## src/logic/dppc_pkg.sv

```systemverilog
/*
 * Package for the dual pin port block: data-space addresses, field positions,
 * reset values and the trigger encodings of the combined port interrupts.
 * Assumes an 8-bit data-space port with byte addresses.
 */
package dppc_pkg;

   localparam int unsigned ADDR_W  = 8;
   localparam int unsigned DATA_W  = 8;

   // Data-space addresses of the port registers.
   localparam logic [7:0] ADDR_PORT_A_DATA      = 8'hc0;
   localparam logic [7:0] ADDR_PORT_B_DATA      = 8'hc1;
   localparam logic [7:0] ADDR_PORT_A_DIRECTION = 8'hc4;
   localparam logic [7:0] ADDR_PORT_B_DIRECTION = 8'hc5;
   localparam logic [7:0] ADDR_INT_OPTION       = 8'hc8;
   localparam logic [7:0] ADDR_PORT_A_OPTION    = 8'hcc;
   localparam logic [7:0] ADDR_PORT_B_OPTION    = 8'hcd;

   localparam logic [7:0] PORT_RESET = 8'h00;
   localparam logic [7:0] IOR_RESET  = 8'h00;
   localparam logic [7:0] RDATA_ZERO = 8'h00;

   // Interrupt option register layout.
   localparam int unsigned IOR_TRIG_A_LSB = 0;
   localparam int unsigned IOR_TRIG_B_LSB = 2;
   localparam int unsigned IOR_GEN_BIT    = 4;
   localparam logic [7:0]  IOR_WMASK      = 8'h1f;

   // Lines with special functions.
   localparam int unsigned HIGH_SINK_N   = 4;
   localparam int unsigned ANALOG_LSB    = 4;
   localparam int unsigned ANALOG_N      = 4;
   localparam int unsigned LINE_ZERO     = 0;

   typedef enum logic [1:0] {
      DPPC_TRIG_FALL,
      DPPC_TRIG_RISE,
      DPPC_TRIG_LOW,
      DPPC_TRIG_LOW_ALT
   } dppc_trig_t;

endpackage

```

## src/logic/dppc_port_block.sv

```systemverilog
/*
 * Two 8-line pin ports with per-line data, direction and option registers,
 * a shared interrupt option register and the two AND-combined port
 * interrupt requests. Assumes a single-cycle data-space port from the core
 * and external pad cells that resolve output, enable and pull-up per line.
 */
`timescale 1ns/1ps

module dppc_port_block #(
   parameter bit STOP_CTRL_OPTION = 1'b0
) (
   input  wire logic                           ref_clk_i,
   input  wire logic                           rst_n_i,
   input  wire logic [dppc_pkg::ADDR_W-1:0]    addr_i,
   input  wire logic [dppc_pkg::DATA_W-1:0]    wdata_i,
   input  wire logic                           wr_en_i,
   input  wire logic                           rd_en_i,
   output logic      [dppc_pkg::DATA_W-1:0]    rdata_o,
   input  wire logic [7:0]                     port_a_pin_i,
   output logic      [7:0]                     port_a_pin_o,
   output logic      [7:0]                     port_a_pin_oe_o,
   output logic      [7:0]                     port_a_pullup_o,
   output logic      [dppc_pkg::HIGH_SINK_N-1:0] port_a_high_sink_lines_o,
   input  wire logic [7:0]                     port_b_lines_i,
   output logic      [7:0]                     port_b_lines_o,
   output logic      [7:0]                     port_b_lines_oe_o,
   output logic      [7:0]                     port_b_pullup_o,
   output logic      [dppc_pkg::ANALOG_N-1:0]  port_b_analog_lines_o,
   output logic                                port_a_irq_o,
   output logic                                port_b_irq_o,
   output logic                                global_interrupt_enable_o
);
   import dppc_pkg::*;

   ////////////////////////////////////////////////////////////////////////////
   // Registers.

   logic [7:0] port_a_data_ff;
   logic [7:0] nxt_port_a_data;
   logic [7:0] port_b_data_ff;
   logic [7:0] nxt_port_b_data;
   logic [7:0] port_a_direction_ff;
   logic [7:0] nxt_port_a_direction;
   logic [7:0] port_b_direction_ff;
   logic [7:0] nxt_port_b_direction;
   logic [7:0] port_a_option_ff;
   logic [7:0] nxt_port_a_option;
   logic [7:0] port_b_option_ff;
   logic [7:0] nxt_port_b_option;
   logic [7:0] interrupt_option_register_ff;
   logic [7:0] nxt_interrupt_option_register;
   logic [7:0] rdata_ff;
   logic [7:0] nxt_rdata;
   logic [7:0] port_a_in;
   logic [7:0] port_b_in;
   logic [7:0] b_fixed_mask;

   // With the stop control option fitted, line zero of port B belongs to the
   // power controller, so its register bits hold at zero and read as zero.
   assign b_fixed_mask = STOP_CTRL_OPTION ? (8'h01 << LINE_ZERO) : 8'h00;

   always_comb begin
      nxt_port_a_data               = port_a_data_ff;
      nxt_port_b_data               = port_b_data_ff;
      nxt_port_a_direction          = port_a_direction_ff;
      nxt_port_b_direction          = port_b_direction_ff;
      nxt_port_a_option             = port_a_option_ff;
      nxt_port_b_option             = port_b_option_ff;
      nxt_interrupt_option_register = interrupt_option_register_ff;
      nxt_rdata                     = rdata_ff;
      if (wr_en_i) begin
         if (addr_i == ADDR_PORT_A_DATA) begin
            nxt_port_a_data = wdata_i;
         end else if (addr_i == ADDR_PORT_B_DATA) begin
            nxt_port_b_data = wdata_i & ~b_fixed_mask;
         end else if (addr_i == ADDR_PORT_A_DIRECTION) begin
            nxt_port_a_direction = wdata_i;
         end else if (addr_i == ADDR_PORT_B_DIRECTION) begin
            nxt_port_b_direction = wdata_i & ~b_fixed_mask;
         end else if (addr_i == ADDR_PORT_A_OPTION) begin
            nxt_port_a_option = wdata_i;
         end else if (addr_i == ADDR_PORT_B_OPTION) begin
            nxt_port_b_option = wdata_i & ~b_fixed_mask;
         end else if (addr_i == ADDR_INT_OPTION) begin
            nxt_interrupt_option_register = wdata_i & IOR_WMASK;
         end
      end
      if (rd_en_i) begin
         // Input lines read the pin, output lines read the latch.
         if (addr_i == ADDR_PORT_A_DATA) begin
            nxt_rdata = (port_a_direction_ff & port_a_data_ff) | (~port_a_direction_ff & port_a_in);
         end else if (addr_i == ADDR_PORT_B_DATA) begin
            nxt_rdata = ((port_b_direction_ff & port_b_data_ff) | (~port_b_direction_ff & port_b_in))
                        & ~b_fixed_mask;
         end else if (addr_i == ADDR_PORT_A_DIRECTION) begin
            nxt_rdata = port_a_direction_ff;
         end else if (addr_i == ADDR_PORT_B_DIRECTION) begin
            nxt_rdata = port_b_direction_ff;
         end else if (addr_i == ADDR_PORT_A_OPTION) begin
            nxt_rdata = port_a_option_ff;
         end else if (addr_i == ADDR_PORT_B_OPTION) begin
            nxt_rdata = port_b_option_ff;
         end else if (addr_i == ADDR_INT_OPTION) begin
            nxt_rdata = interrupt_option_register_ff;
         end else begin
            nxt_rdata = RDATA_ZERO;
         end
      end
   end

   always_ff @(posedge ref_clk_i or negedge rst_n_i) begin
      if (!rst_n_i) begin
         port_a_data_ff               <= PORT_RESET;
         port_b_data_ff               <= PORT_RESET;
         port_a_direction_ff          <= PORT_RESET;
         port_b_direction_ff          <= PORT_RESET;
         port_a_option_ff             <= PORT_RESET;
         port_b_option_ff             <= PORT_RESET;
         interrupt_option_register_ff <= IOR_RESET;
         rdata_ff                     <= RDATA_ZERO;
      end else begin
         port_a_data_ff               <= nxt_port_a_data;
         port_b_data_ff               <= nxt_port_b_data;
         port_a_direction_ff          <= nxt_port_a_direction;
         port_b_direction_ff          <= nxt_port_b_direction;
         port_a_option_ff             <= nxt_port_a_option;
         port_b_option_ff             <= nxt_port_b_option;
         interrupt_option_register_ff <= nxt_interrupt_option_register;
         rdata_ff                     <= nxt_rdata;
      end
   end

   assign rdata_o = rdata_ff;

   ////////////////////////////////////////////////////////////////////////////
   // Pin synchronisers. A new level is accepted once stages two and three
   // agree, which also filters a single-cycle glitch on the pad.

   logic [7:0] a_s1_ff;
   logic [7:0] a_s2_ff;
   logic [7:0] a_s3_ff;
   logic [7:0] a_in_ff;
   logic [7:0] nxt_a_in;
   logic [7:0] b_s1_ff;
   logic [7:0] b_s2_ff;
   logic [7:0] b_s3_ff;
   logic [7:0] b_in_ff;
   logic [7:0] nxt_b_in;

   always_comb begin
      nxt_a_in = (a_s2_ff & a_s3_ff) | (a_in_ff & (a_s2_ff ^ a_s3_ff));
      nxt_b_in = (b_s2_ff & b_s3_ff) | (b_in_ff & (b_s2_ff ^ b_s3_ff));
   end

   always_ff @(posedge ref_clk_i or negedge rst_n_i) begin
      if (!rst_n_i) begin
         a_s1_ff <= PORT_RESET;
         a_s2_ff <= PORT_RESET;
         a_s3_ff <= PORT_RESET;
         a_in_ff <= PORT_RESET;
         b_s1_ff <= PORT_RESET;
         b_s2_ff <= PORT_RESET;
         b_s3_ff <= PORT_RESET;
         b_in_ff <= PORT_RESET;
      end else begin
         a_s1_ff <= port_a_pin_i;
         a_s2_ff <= a_s1_ff;
         a_s3_ff <= a_s2_ff;
         a_in_ff <= nxt_a_in;
         b_s1_ff <= port_b_lines_i;
         b_s2_ff <= b_s1_ff;
         b_s3_ff <= b_s2_ff;
         b_in_ff <= nxt_b_in;
      end
   end

   assign port_a_in = a_in_ff;
   assign port_b_in = b_in_ff;

   ////////////////////////////////////////////////////////////////////////////
   // Per-line mode decode: direction, option, data select the pad behaviour.

   logic [7:0] a_out;
   logic [7:0] a_oe;
   logic [7:0] a_pu;
   logic [7:0] a_ien;
   logic [7:0] b_out;
   logic [7:0] b_oe;
   logic [7:0] b_pu;
   logic [7:0] b_ien;
   logic [7:0] b_ana;

   for (genvar n = 0; n < 8; n++) begin : g_line
      // Output: push-pull drives both levels, open-drain only pulls low.
      assign a_out[n] = port_a_direction_ff[n] & port_a_option_ff[n] & port_a_data_ff[n];
      assign a_oe[n]  = port_a_direction_ff[n]
                        & (port_a_option_ff[n] | ~port_a_data_ff[n]);
      assign a_pu[n]  = ~port_a_direction_ff[n] & ~port_a_data_ff[n];
      assign a_ien[n] = ~port_a_direction_ff[n] & port_a_option_ff[n] & ~port_a_data_ff[n];
      assign b_out[n] = port_b_direction_ff[n] & port_b_option_ff[n] & port_b_data_ff[n];
      assign b_oe[n]  = port_b_direction_ff[n]
                        & (port_b_option_ff[n] | ~port_b_data_ff[n]);
      assign b_pu[n]  = ~port_b_direction_ff[n] & ~port_b_data_ff[n] & ~b_fixed_mask[n];
      assign b_ien[n] = ~port_b_direction_ff[n] & port_b_option_ff[n] & ~port_b_data_ff[n];
      // Port B lines 0 to 3 in the analog setting stay plain inputs.
      if (n >= ANALOG_LSB) begin : g_ana
         assign b_ana[n] = ~port_b_direction_ff[n] & port_b_option_ff[n] & port_b_data_ff[n];
      end else begin : g_dig
         assign b_ana[n] = 1'b0;
      end
   end

   logic [7:0]             a_pin_ff;
   logic [7:0]             a_oe_ff;
   logic [7:0]             a_pu_ff;
   logic [7:0]             b_pin_ff;
   logic [7:0]             b_oe_ff;
   logic [7:0]             b_pu_ff;
   logic [HIGH_SINK_N-1:0] a_hs_ff;
   logic [HIGH_SINK_N-1:0] nxt_a_hs;
   logic [ANALOG_N-1:0]    b_ana_ff;

   always_comb begin
      nxt_a_hs = port_a_direction_ff[HIGH_SINK_N-1:0];
   end

   always_ff @(posedge ref_clk_i or negedge rst_n_i) begin
      if (!rst_n_i) begin
         a_pin_ff <= PORT_RESET;
         a_oe_ff  <= PORT_RESET;
         a_pu_ff  <= PORT_RESET;
         a_hs_ff  <= '0;
         b_pin_ff <= PORT_RESET;
         b_oe_ff  <= PORT_RESET;
         b_pu_ff  <= PORT_RESET;
         b_ana_ff <= '0;
      end else begin
         a_pin_ff <= a_out;
         a_oe_ff  <= a_oe;
         a_pu_ff  <= a_pu;
         a_hs_ff  <= nxt_a_hs;
         b_pin_ff <= b_out;
         b_oe_ff  <= b_oe;
         b_pu_ff  <= b_pu;
         b_ana_ff <= b_ana[ANALOG_LSB +: ANALOG_N];
      end
   end

   assign port_a_pin_o             = a_pin_ff;
   assign port_a_pin_oe_o          = a_oe_ff;
   assign port_a_pullup_o          = a_pu_ff;
   assign port_a_high_sink_lines_o = a_hs_ff;
   assign port_b_lines_o           = b_pin_ff;
   assign port_b_lines_oe_o        = b_oe_ff;
   assign port_b_pullup_o          = b_pu_ff;
   assign port_b_analog_lines_o    = b_ana_ff;

   ////////////////////////////////////////////////////////////////////////////
   // Combined port interrupts. Lines not enabled count as high, so a port
   // with no enabled line never requests. Edges are taken on the combined
   // level, so a second line falling while another is already low is lost.

   logic       a_comb;
   logic       b_comb;
   logic       a_any;
   logic       b_any;
   logic       a_comb_ff;
   logic       b_comb_ff;
   logic       nxt_a_comb;
   logic       nxt_b_comb;
   logic       a_irq_ff;
   logic       b_irq_ff;
   logic       gen_ff;
   logic       nxt_a_irq;
   logic       nxt_b_irq;
   logic       nxt_gen;
   dppc_trig_t trig_a;
   dppc_trig_t trig_b;

   assign a_comb = &(port_a_in | ~a_ien);
   assign b_comb = &(port_b_in | ~b_ien);
   assign a_any  = |a_ien;
   assign b_any  = |b_ien;
   assign trig_a = dppc_trig_t'(interrupt_option_register_ff[IOR_TRIG_A_LSB +: 2]);
   assign trig_b = dppc_trig_t'(interrupt_option_register_ff[IOR_TRIG_B_LSB +: 2]);

   always_comb begin
      nxt_a_comb = a_comb;
      nxt_b_comb = b_comb;
      nxt_gen    = interrupt_option_register_ff[IOR_GEN_BIT];
      case (trig_a)
         DPPC_TRIG_FALL: nxt_a_irq = a_comb_ff & ~a_comb;
         DPPC_TRIG_RISE: nxt_a_irq = ~a_comb_ff & a_comb & a_any;
         default:        nxt_a_irq = ~a_comb;
      endcase
      case (trig_b)
         DPPC_TRIG_FALL: nxt_b_irq = b_comb_ff & ~b_comb;
         DPPC_TRIG_RISE: nxt_b_irq = ~b_comb_ff & b_comb & b_any;
         default:        nxt_b_irq = ~b_comb;
      endcase
      nxt_a_irq = nxt_a_irq & nxt_gen;
      nxt_b_irq = nxt_b_irq & nxt_gen;
   end

   always_ff @(posedge ref_clk_i or negedge rst_n_i) begin
      if (!rst_n_i) begin
         a_comb_ff <= 1'b1;
         b_comb_ff <= 1'b1;
         a_irq_ff  <= 1'b0;
         b_irq_ff  <= 1'b0;
         gen_ff    <= 1'b0;
      end else begin
         a_comb_ff <= nxt_a_comb;
         b_comb_ff <= nxt_b_comb;
         a_irq_ff  <= nxt_a_irq;
         b_irq_ff  <= nxt_b_irq;
         gen_ff    <= nxt_gen;
      end
   end

   assign port_a_irq_o              = a_irq_ff;
   assign port_b_irq_o              = b_irq_ff;
   assign global_interrupt_enable_o = gen_ff;

endmodule // dppc_port_block

```

## config.mk

```make
export PLATFORM = sky130hd
export DESIGN_NAME = dppc_port_block
export DESIGN_NICKNAME = d
export VERILOG_FILES = /design/src/logic/dppc_pkg.sv /design/src/logic/dppc_port_block.sv
export SDC_FILE = /design/constraint.sdc
export NUM_CORES = 1
export LEC_CHECK = 0
export ABC_AREA = 1
export BUFFER_PORTS_ARGS = -buffer_cell sky130_fd_sc_hd__clkbuf_2
export CORE_MARGIN = 3
export CORE_UTILIZATION = 50
export CTS_CLUSTER_SIZE = 10
export DETAILED_ROUTE_END_ITERATION = 8
export GPL_TIMING_DRIVEN = 0
export PLACE_DENSITY = 0.75
export SETUP_SLACK_MARGIN = 0.3
export SYNTH_ARGS = -nofsm -noshare
export SYNTH_HDL_FRONTEND = slang
export SYNTH_SLANG_ARGS = --single-unit
```

## constraint.sdc

```tcl
create_clock -name ref_clk_i -period 1.5 [get_ports ref_clk_i]
set_clock_uncertainty 0.05 [all_clocks]
set_input_delay 0.225 -clock ref_clk_i [delete_from_list [all_inputs] [get_ports ref_clk_i]]
set_output_delay 0.225 -clock ref_clk_i [all_outputs]
set_load 0.02 [all_outputs]
```

==> results.txt, run 1 <==
Number of max-slew violations in the final report: 0. The most common cell type on the critical path was nand2_1. The tree is rooted in a clkbuf_16. The tools report the endpoint of the lowest-slack register-to-register path as port_a_irq_o. Dividing the synthesized area by the synthesized cell count gives 10.5 um^2. For the worst setup path, the data required time is 1.78 ns. Summing all multi-input logic gate instances after layout gives 0.00273 mm^2. The maximum vdd drop was 0.762 mV; the die outline area was 0.0157 mm^2. The tools report the area inside the core boundary as 0.0136 mm^2. The net total in the final layout came out at 959. Share of synthesized area occupied by flip-flops and latches: 65.6%. TritonCTS created 17 clock buffers.

Registers take 0.00467 mm^2. In this run the worst hold path is classified as primary input to asynchronous set/reset pin. Counting both buffers and inverters, the worst setup path holds a total of 5. The synthesized design contains 186 register bits. The run gives 0 as the reported max-cap violation count. Global routing used 23.2% of the available tracks across all layers. After synthesis the cells add up to 0.00710 mm^2. In this run the worst setup path begins at addr_i[4]. The minimum clock period after layout is 1.46 ns.

For the largest net degree at the start of global routing, the log shows 124. The most critical setup path has its endpoint at rdata_o[7]. Traced cell by cell, the critical path runs through clkbuf_16 -> inv_12 -> nand2_4 -> nor2_4 -> nand2_4 -> nor2_8 -> buf_6 -> buf_12 -> buf_8 -> nand2_2 -> nand2_1 -> a31oi_1 -> nand2_1 -> nand2_1.

The ratio of cells with drive above 1 in the final layout is 44.0%, and the via count of the first global-routing pass is 5,803. Counting cells, the worst reg-to-reg path comes to 9. The floorplan has 42 rows.

The run gives 36 as the count of distinct cell types in the synthesized netlist. Of all flip-flops after synthesis, the portion carrying an async set or reset was 100%. Counting flops with a built-in enable in the synthesized netlist gives 0.

The overall power of the completed layout was 11,300 uW; the data arrival time of the critical path was 1.74 ns. Using the TritonRoute via totals, the vias-per-cell ratio works out to 5.56. Beginning of the worst register-to-register path: port_a_option_ff[4].

The worst hold-check slack was -0.292 ns; the post-detailed-route count of antenna-violating nets was 0. The number of logic stages on the critical path including buffering was 14; the CTS H-tree depth was 4. Average wire per standard cell: 19.7 um. After filler insertion, the fill cell instance count of the layout stands at 734.

The die is 125 um wide. 103 I/O pins were placed. The first global-routing pass estimated 28.7 mm of wire. Of the available clock period, the critical path in the final layout requires 97.2%.

The run gives 677 as the count of mapped cells out of synthesis. The logs give 11.5 mm for the half-perimeter wire length of the detailed placement result and 21.6 mm for the wire length reported by the detailed router. The number of nets in the synthesized netlist is 729.

The highest fanout seen on the critical path is 5, and the number of vias after detailed routing is 6,091. Summed over all cells, the static leakage comes to 0.00523 uW. The startpoint-to-endpoint class of the critical path is primary input to flop. Clock latency on the worst-skew pair, taken at its later pin, is 0.44 ns. The first detailed-routing pass ran for 6 iterations.

TritonCTS built the clock tree. At the end of routability-driven placement, the weighted congestion stood at 0.913. The worst setup path is launched from a primary input. Number of endpoints failing setup at the final stage: 0. The run finished, with violations left. The detailed router's first-iteration violation count is 744.

The utilization of the core after routing was 79.7%; the worst slew slack as a fraction of its limit was 61.0%. Clock-pin slew was measured on the worst setup and hold paths at 0.07 ns. After routing, the total negative slack on setup checks comes to 0 ns. The top achievable clock speed is 686 MHz. No sink is reached through more buffers than the 2 on the longest clock path.

The total inserted antenna cells came out at 0. The kind of cell with the highest combined delay along the critical path is simple AND/OR/NAND/NOR gates. The tools report the starting density of the core as 52.4%. In the synthesized netlist the dominant register cell turns out to be dfrtp_1. The synthesis-to-layout area growth was 52.3%; the initial antenna violation count was 0. The checks that failed: hold timing. The library cell contributing the largest single delay on the critical path was nor2_4. The number of warnings issued by yosys came out at 0. The number of buffer cells added on primary ports works out to 102.

The power density relative to cell area is 1040 mW/mm^2, and the transition time of the tightest slew-check pin is 0.584 ns. The number of hold violations in the final report came out at 63. Setup repair after global routing could not meet its margin everywhere.

In this design, the stage delay of the slowest critical-path cell is 0.27 ns. Global routing finished with a remaining overflow of 0. The worst setup slack for register-to-register paths was 0.05 ns; the vertical extent of the die was 125 um.

Hold repair after CTS inserted 16 buffers. The clock net sink count was 186. The critical path endpoint category is a flop.

After detailed routing, the number of remaining DRC violations is 0.
==> synth_stat cells, types with 2 or more instances <==
| master | instances | share of area (%) |
|---|---|---|
| ha_1 | 16 | 2.8 |
| inv_2 | 7 | 0.37 |
| o21ai_2 | 8 | 0.99 |
| inv_1 | 52 | 2.7 |
| nor3_1 | 16 | 1.1 |
| nor2_4 | 3 | 0.48 |
| nand3_1 | 22 | 1.6 |
| nand3_2 | 2 | 0.28 |
| o22ai_1 | 5 | 0.44 |
| a21oi_1 | 18 | 1.3 |
| nand2_4 | 3 | 0.48 |
| nor2_2 | 2 | 0.18 |
| buf_2 | 3 | 0.21 |
| nand4_1 | 5 | 0.44 |
| nand2_2 | 4 | 0.35 |
| o21ai_0 | 40 | 2.8 |
| a31oi_1 | 3 | 0.26 |
| dfrtp_1 | 184 | 65 |
| nand2_1 | 166 | 8.8 |
| dfstp_2 | 2 | 0.74 |
| a21o_1 | 16 | 1.7 |
| o21ai_1 | 18 | 1.3 |
| nor2_1 | 62 | 3.3 |
| a21boi_0 | 6 | 0.63 |
| buf_4 | 3 | 0.32 |
==> worst min path at each step <==
stage	startpoint	endpoint
3_5_place_dp	rst_n_i	a_s1_ff[2]
5_1_grt	rst_n_i	a_s1_ff[6]
4_1_cts	rst_n_i	a_s1_ff[6]
2_1_floorplan	rst_n_i	a_in_ff[0]
3_3_place_gp	b_s1_ff[5]	b_s2_ff[5]
6_report	rst_n_i	a_s1_ff[2]
==> cell usage in the layout, fill, tap and decap left out, types with 6 or more instances in the layout <==
master | netlist | layout
buf_8 | 0 | 8
nor2_4 | 3 | 9
o21ai_1 | 18 | 23
nor2_1 | 62 | 41
nand2_4 | 3 | 16
a21boi_0 | 6 | 6
nand2_1 | 166 | 120
ha_1 | 16 | 16
buf_12 | 1 | 12
nor2_2 | 2 | 17
a21o_1 | 16 | 16
inv_1 | 52 | 40
a21oi_1 | 18 | 16
buf_6 | 1 | 85
buf_4 | 3 | 52
nand3_1 | 22 | 17
inv_2 | 7 | 13
clkbuf_8 | 0 | 9
clkbuf_16 | 0 | 22
nand2_2 | 4 | 34
dfrtp_1 | 184 | 172
clkbuf_2 | 0 | 31
o21ai_0 | 40 | 11
nor3_1 | 16 | 6
dlygate4sd3_1 | 0 | 16
dfrtp_2 | 0 | 12
o21ai_2 | 8 | 31
==> through the flow <==
step | setup WS [ns] | cells | instance area, um^2
final | 0.0419 | 1096 | 10800
after global routing | -0.0229 | 1096 | 10800
after CTS | 0.182 | 1061 | 9620
after detailed placement | -0.359 | 956 | 7940
after global placement | -2.97 | 955 | 7900
after floorplan | 0.164 | 677 | 7170
==> cells by family after synthesis <==
family | share of synthesized area, %
AO/OA/AOI/OAI | 9.59
AND/OR/NAND/NOR | 17.6
buffers and inverters | 4.28
flip-flops | 65.6
multiplexers | 0.141
adder cells (fa/ha/maj) | 2.82
==> power breakdown <==
group	total [uW]	switching [uW]	internal, uW	leakage [uW]
logic	1240	714	525	0.00260
clock network	4530	1900	2630	0.000280
registers	5490	206	5290	0.00234
==> metal layers <==
layer  GRT usage (%)  wire (um)  vias to the layer above
met2            38.8      10800                      347
met4            9.69        877                        0
li1                -          -                     2677
met3            5.25       1610                       83
met5               0          0                        -
met1            29.5       8270                     2984
==> worst reg2reg max path, stage by stage (launching register included) <==
cell and delay (ns):
dfrtp_1 0.40, inv_2 0.08, nor3_4 0.23, nand2_1 0.11
nand2_1 0.11, nor2_2 0.06, nand2_2 0.11, nand2_2 0.05
nand2_1 0.08, nor2_2 0.06
==> layout make-up <==
type	instances	share of cell area, %
flip-flops and latches	186	43.2
multi-input cells	422	25.2
repair buffers	210	20.3
clock buffers	22	4.48
inverters	61	2.42
well taps	176	2.04
plain buffers	9	1.26
clock inverters	10	1.08
==> repair_timing <==
item	CTS	global route
buffers inserted	53	31
cloned	4	4
hold endpoints to repair	79	63
pin swaps	28	36
resized for setup	115	318
endpoints found under the setup margin	116	132
No activity file was read; power rests on OpenSTA's default activity.
==> run 2: changes to the inputs <==
SETUP_SLACK_MARGIN = 0.4   (was 0.3)
==> results.txt, run 2 (synthesis gave the netlist of run 1 again) <==
The flow ran to the end, but the final reports show violations. The checks that failed: hold timing. For the count of boundary I/O pins, the log shows 103 (unchanged). Largest incremental delay on the critical path: 0.44 ns (+0.17 ns).

Initial antenna violation count: 0 (unchanged). The total number of placement rows was 42 (unchanged); the insertion delay to the later sink of the worst-skew pair was 0.44 ns (about the same). The CTS H-tree depth is 4 (unchanged), and the portion of the clock cycle consumed by the worst path in the final layout is 98.7% (+1.5 points).

The tightest min-delay check is of the primary input to asynchronous set/reset pin type. The via count of the first global-routing pass came out at 5,880 (+1.3%). The wire length on met3 was 1.30 mm (-19%); the reported max-cap violation count was 0 (unchanged). The tools report the largest net degree at the start of global routing as 125 (+0.81%). The met2 layer wire length in the routed design is 10.1 mm (-6.7%).

The run gives 2 (unchanged) as the buffer depth of the longest clock path. The logs give 0 ns (unchanged) for the accumulated negative setup slack and 0 (unchanged) for the number of endpoints failing setup at the final stage. The worst setup path is of the flop to flop kind. The die outline area is 0.0157 mm^2 (unchanged). The minimum clock period after layout is 1.48 ns (+0.0219 ns), and the number of hold violations in the final report is 62 (-1.6%).

The run gives 0.0136 mm^2 (unchanged) as the area inside the core boundary. The maximum vdd drop is 0.631 mV (-17%), and the number of buffer cells added on primary ports is 102 (unchanged). Average wire per standard cell: 18.3 um (-7.2%). The total inserted antenna cells is 0 (unchanged).

The total instance count after detailed placement was 956 (unchanged); the number of iterations in the first detailed-routing pass was 5 (-1). The total CTS buffers was 17 (unchanged). For the count of filler cells inserted in the layout, the log shows 733 (-0.14%). Walking the worst path, the cells encountered are buf_4 -> buf_4 -> inv_1 -> nor2_1 -> nor2_1 -> nand4_1 -> nand2_1 -> nand2_1. TritonCTS built the clock tree. The ratio of cells with drive above 1 in the final layout was 42.8% (-1.3 points). The run gives 5,844 (-4.1%) as the number of vias after detailed routing. The uppermost layer routed is met4.

The worst setup path is launched from a flop. The tools report the number of buffers inserted for hold repair after clock tree synthesis as 16 (unchanged). Setup repair after global routing could not meet its margin everywhere.

Post-detailed-route count of antenna-violating nets: 0 (unchanged). The tools report the leakage power summed over all cells as 0.00516 uW (-1.3%). The critical path endpoint category is a flop.

The net total in the final layout came out at 951 (-0.83%). For the utilization of the core after routing, the log shows 78.5% (-1.2 points). The library cell used as clock root buffer is clkbuf_16. The data required time at the worst endpoint is 1.78 ns (about the same). The highest fanout seen on the critical path works out to 3 (-2). The clock-pin transition on the worst setup and hold timing paths was 0.07 ns (about the same); the transition time of the tightest slew-check pin was 0.599 ns (+0.0149 ns).

Power density relative to cell area: 1070 mW/mm^2 (+2.7%). The logs give 495 (-33%) for the detailed router's first-iteration violation count and 186 (unchanged) for the clock net sink count. For the wire length reported by the detailed router, the log shows 19.9 mm (-7.8%).

The worst slew slack as a fraction of its limit is 60.1% (-0.99 points). The slowest stage of the critical path belongs to the cell dfrtp_2. The tools report the overall fraction of global-route tracks in use as 23.8% (+0.58 points). The library cells used most frequently in the layout, excluding fill and tap cells, are dfrtp_1, nand2_1, buf_6, buf_4, nor2_1.

The tools report the half-perimeter wire length of the detailed placement result as 11.3 mm (-1.3%). Vertical extent of the die: 125 um (unchanged). The top achievable clock speed came out at 676 MHz (-1.5%).

Commonest non-fill, non-tap cell in the layout: dfrtp_1. The starting density of the core came out at 52.4% (unchanged). The via count normalized by instance count was 5.37 (-3.3%); the non-filler instance count after layout was 1,088 (-0.73%). The number of max-slew violations in the final report is 0 (unchanged).

The overall die width works out to 125 um (unchanged). The wire length on met1 was 7.84 mm (-5.3%). The logs give 0 (unchanged) for the overflow left after global routing and 29.3 mm (+2.1%) for the global-route wire length before repair. The tools report the data arrival time of the critical path as 1.76 ns (+0.02 ns). The run gives 0 (unchanged) as the residual DRC count. The final estimated routing congestion in global placement is 0.875 (-4.2%), and the worst hold-check slack is -0.291 ns (+0.00155 ns). From synthesis to final layout, the design area changed by 50.0%.
run 2: changes by cell type in the layout (fill, tap and decap cells not counted), sizes merged:
cell      delta
buf          -5
clkbuf       -5
clkinv       +5
clkinvlp     -5
bufinv       +2
run 2: critical path, delay by kind of cell (launching register included):
family	cells	cell delay, ns
flip-flops	1	0.44
buffers and inverters	3	0.39
AND/OR/NAND/NOR	5	0.48
run 2: final timing paths:
path                                             start                      to  slack (ns)  cells past startpoint
worst min register to register              b_s1_ff[6]              b_s2_ff[6]        0.30                      0
worst max-delay path            port_b_direction_ff[2]              rdata_o[2]        0.02                      8
min in group ref_clk_i                         rd_en_i              rdata_o[3]        0.09                      3
worst min-delay path                           rst_n_i              a_s3_ff[5]       -0.29                      1
worst max register to register  port_b_direction_ff[2]              rdata_o[2]        0.02                      8
max in group asynchronous                      rst_n_i  port_b_direction_ff[7]        0.71                      2
run 2: final cells by class:
class	instances	area [um^2]	area share (%)
sequential	186	4670	43.9
multi-input combinational	422	2700	25.3
timing repair buffer	202	2040	19.2
clock buffer	20	447	4.20
inverter	61	259	2.43
tap	176	220	2.07
clock inverter	12	171	1.61
buffer	9	136	1.28
run 2: where the power goes:
| part | total (uW) | switching, uW | internal [uW] |
|---|---|---|---|
| Sequential | 5500 | 207 | 5290 |
| Combinational | 1190 | 677 | 517 |
| Clock | 4700 | 1870 | 2830 |
| Total | 11400 | 2750 | 8630 |
run 2: stage by stage:
step                      power (uW)  instance area (um^2)  setup WS, ns
after floorplan                 5960                  7210         0.164
after global placement          6320                  7940         -2.98
after detailed placement        6360                  7970        -0.325
after CTS                      11200                  9780         0.205
after global routing           11800                 10600       -0.0202
final                          11400                 10600        0.0200
run 2: layer usage:
layer / vias to the layer above / GRT usage [%]
met5: - / 0
met4: 0 / 10.2
met3: 62 / 6.48
met2: 255 / 39.6
met1: 2859 / 29.5
li1: 2668 / -
run 2: timing repair:
item,4_1_cts,5_1_grt
setup buffers,59,17
gates resized for setup,134,290
hold endpoints to repair,78,62
setup endpoints to repair,132,133
pin swaps,38,30
cloned,7,1
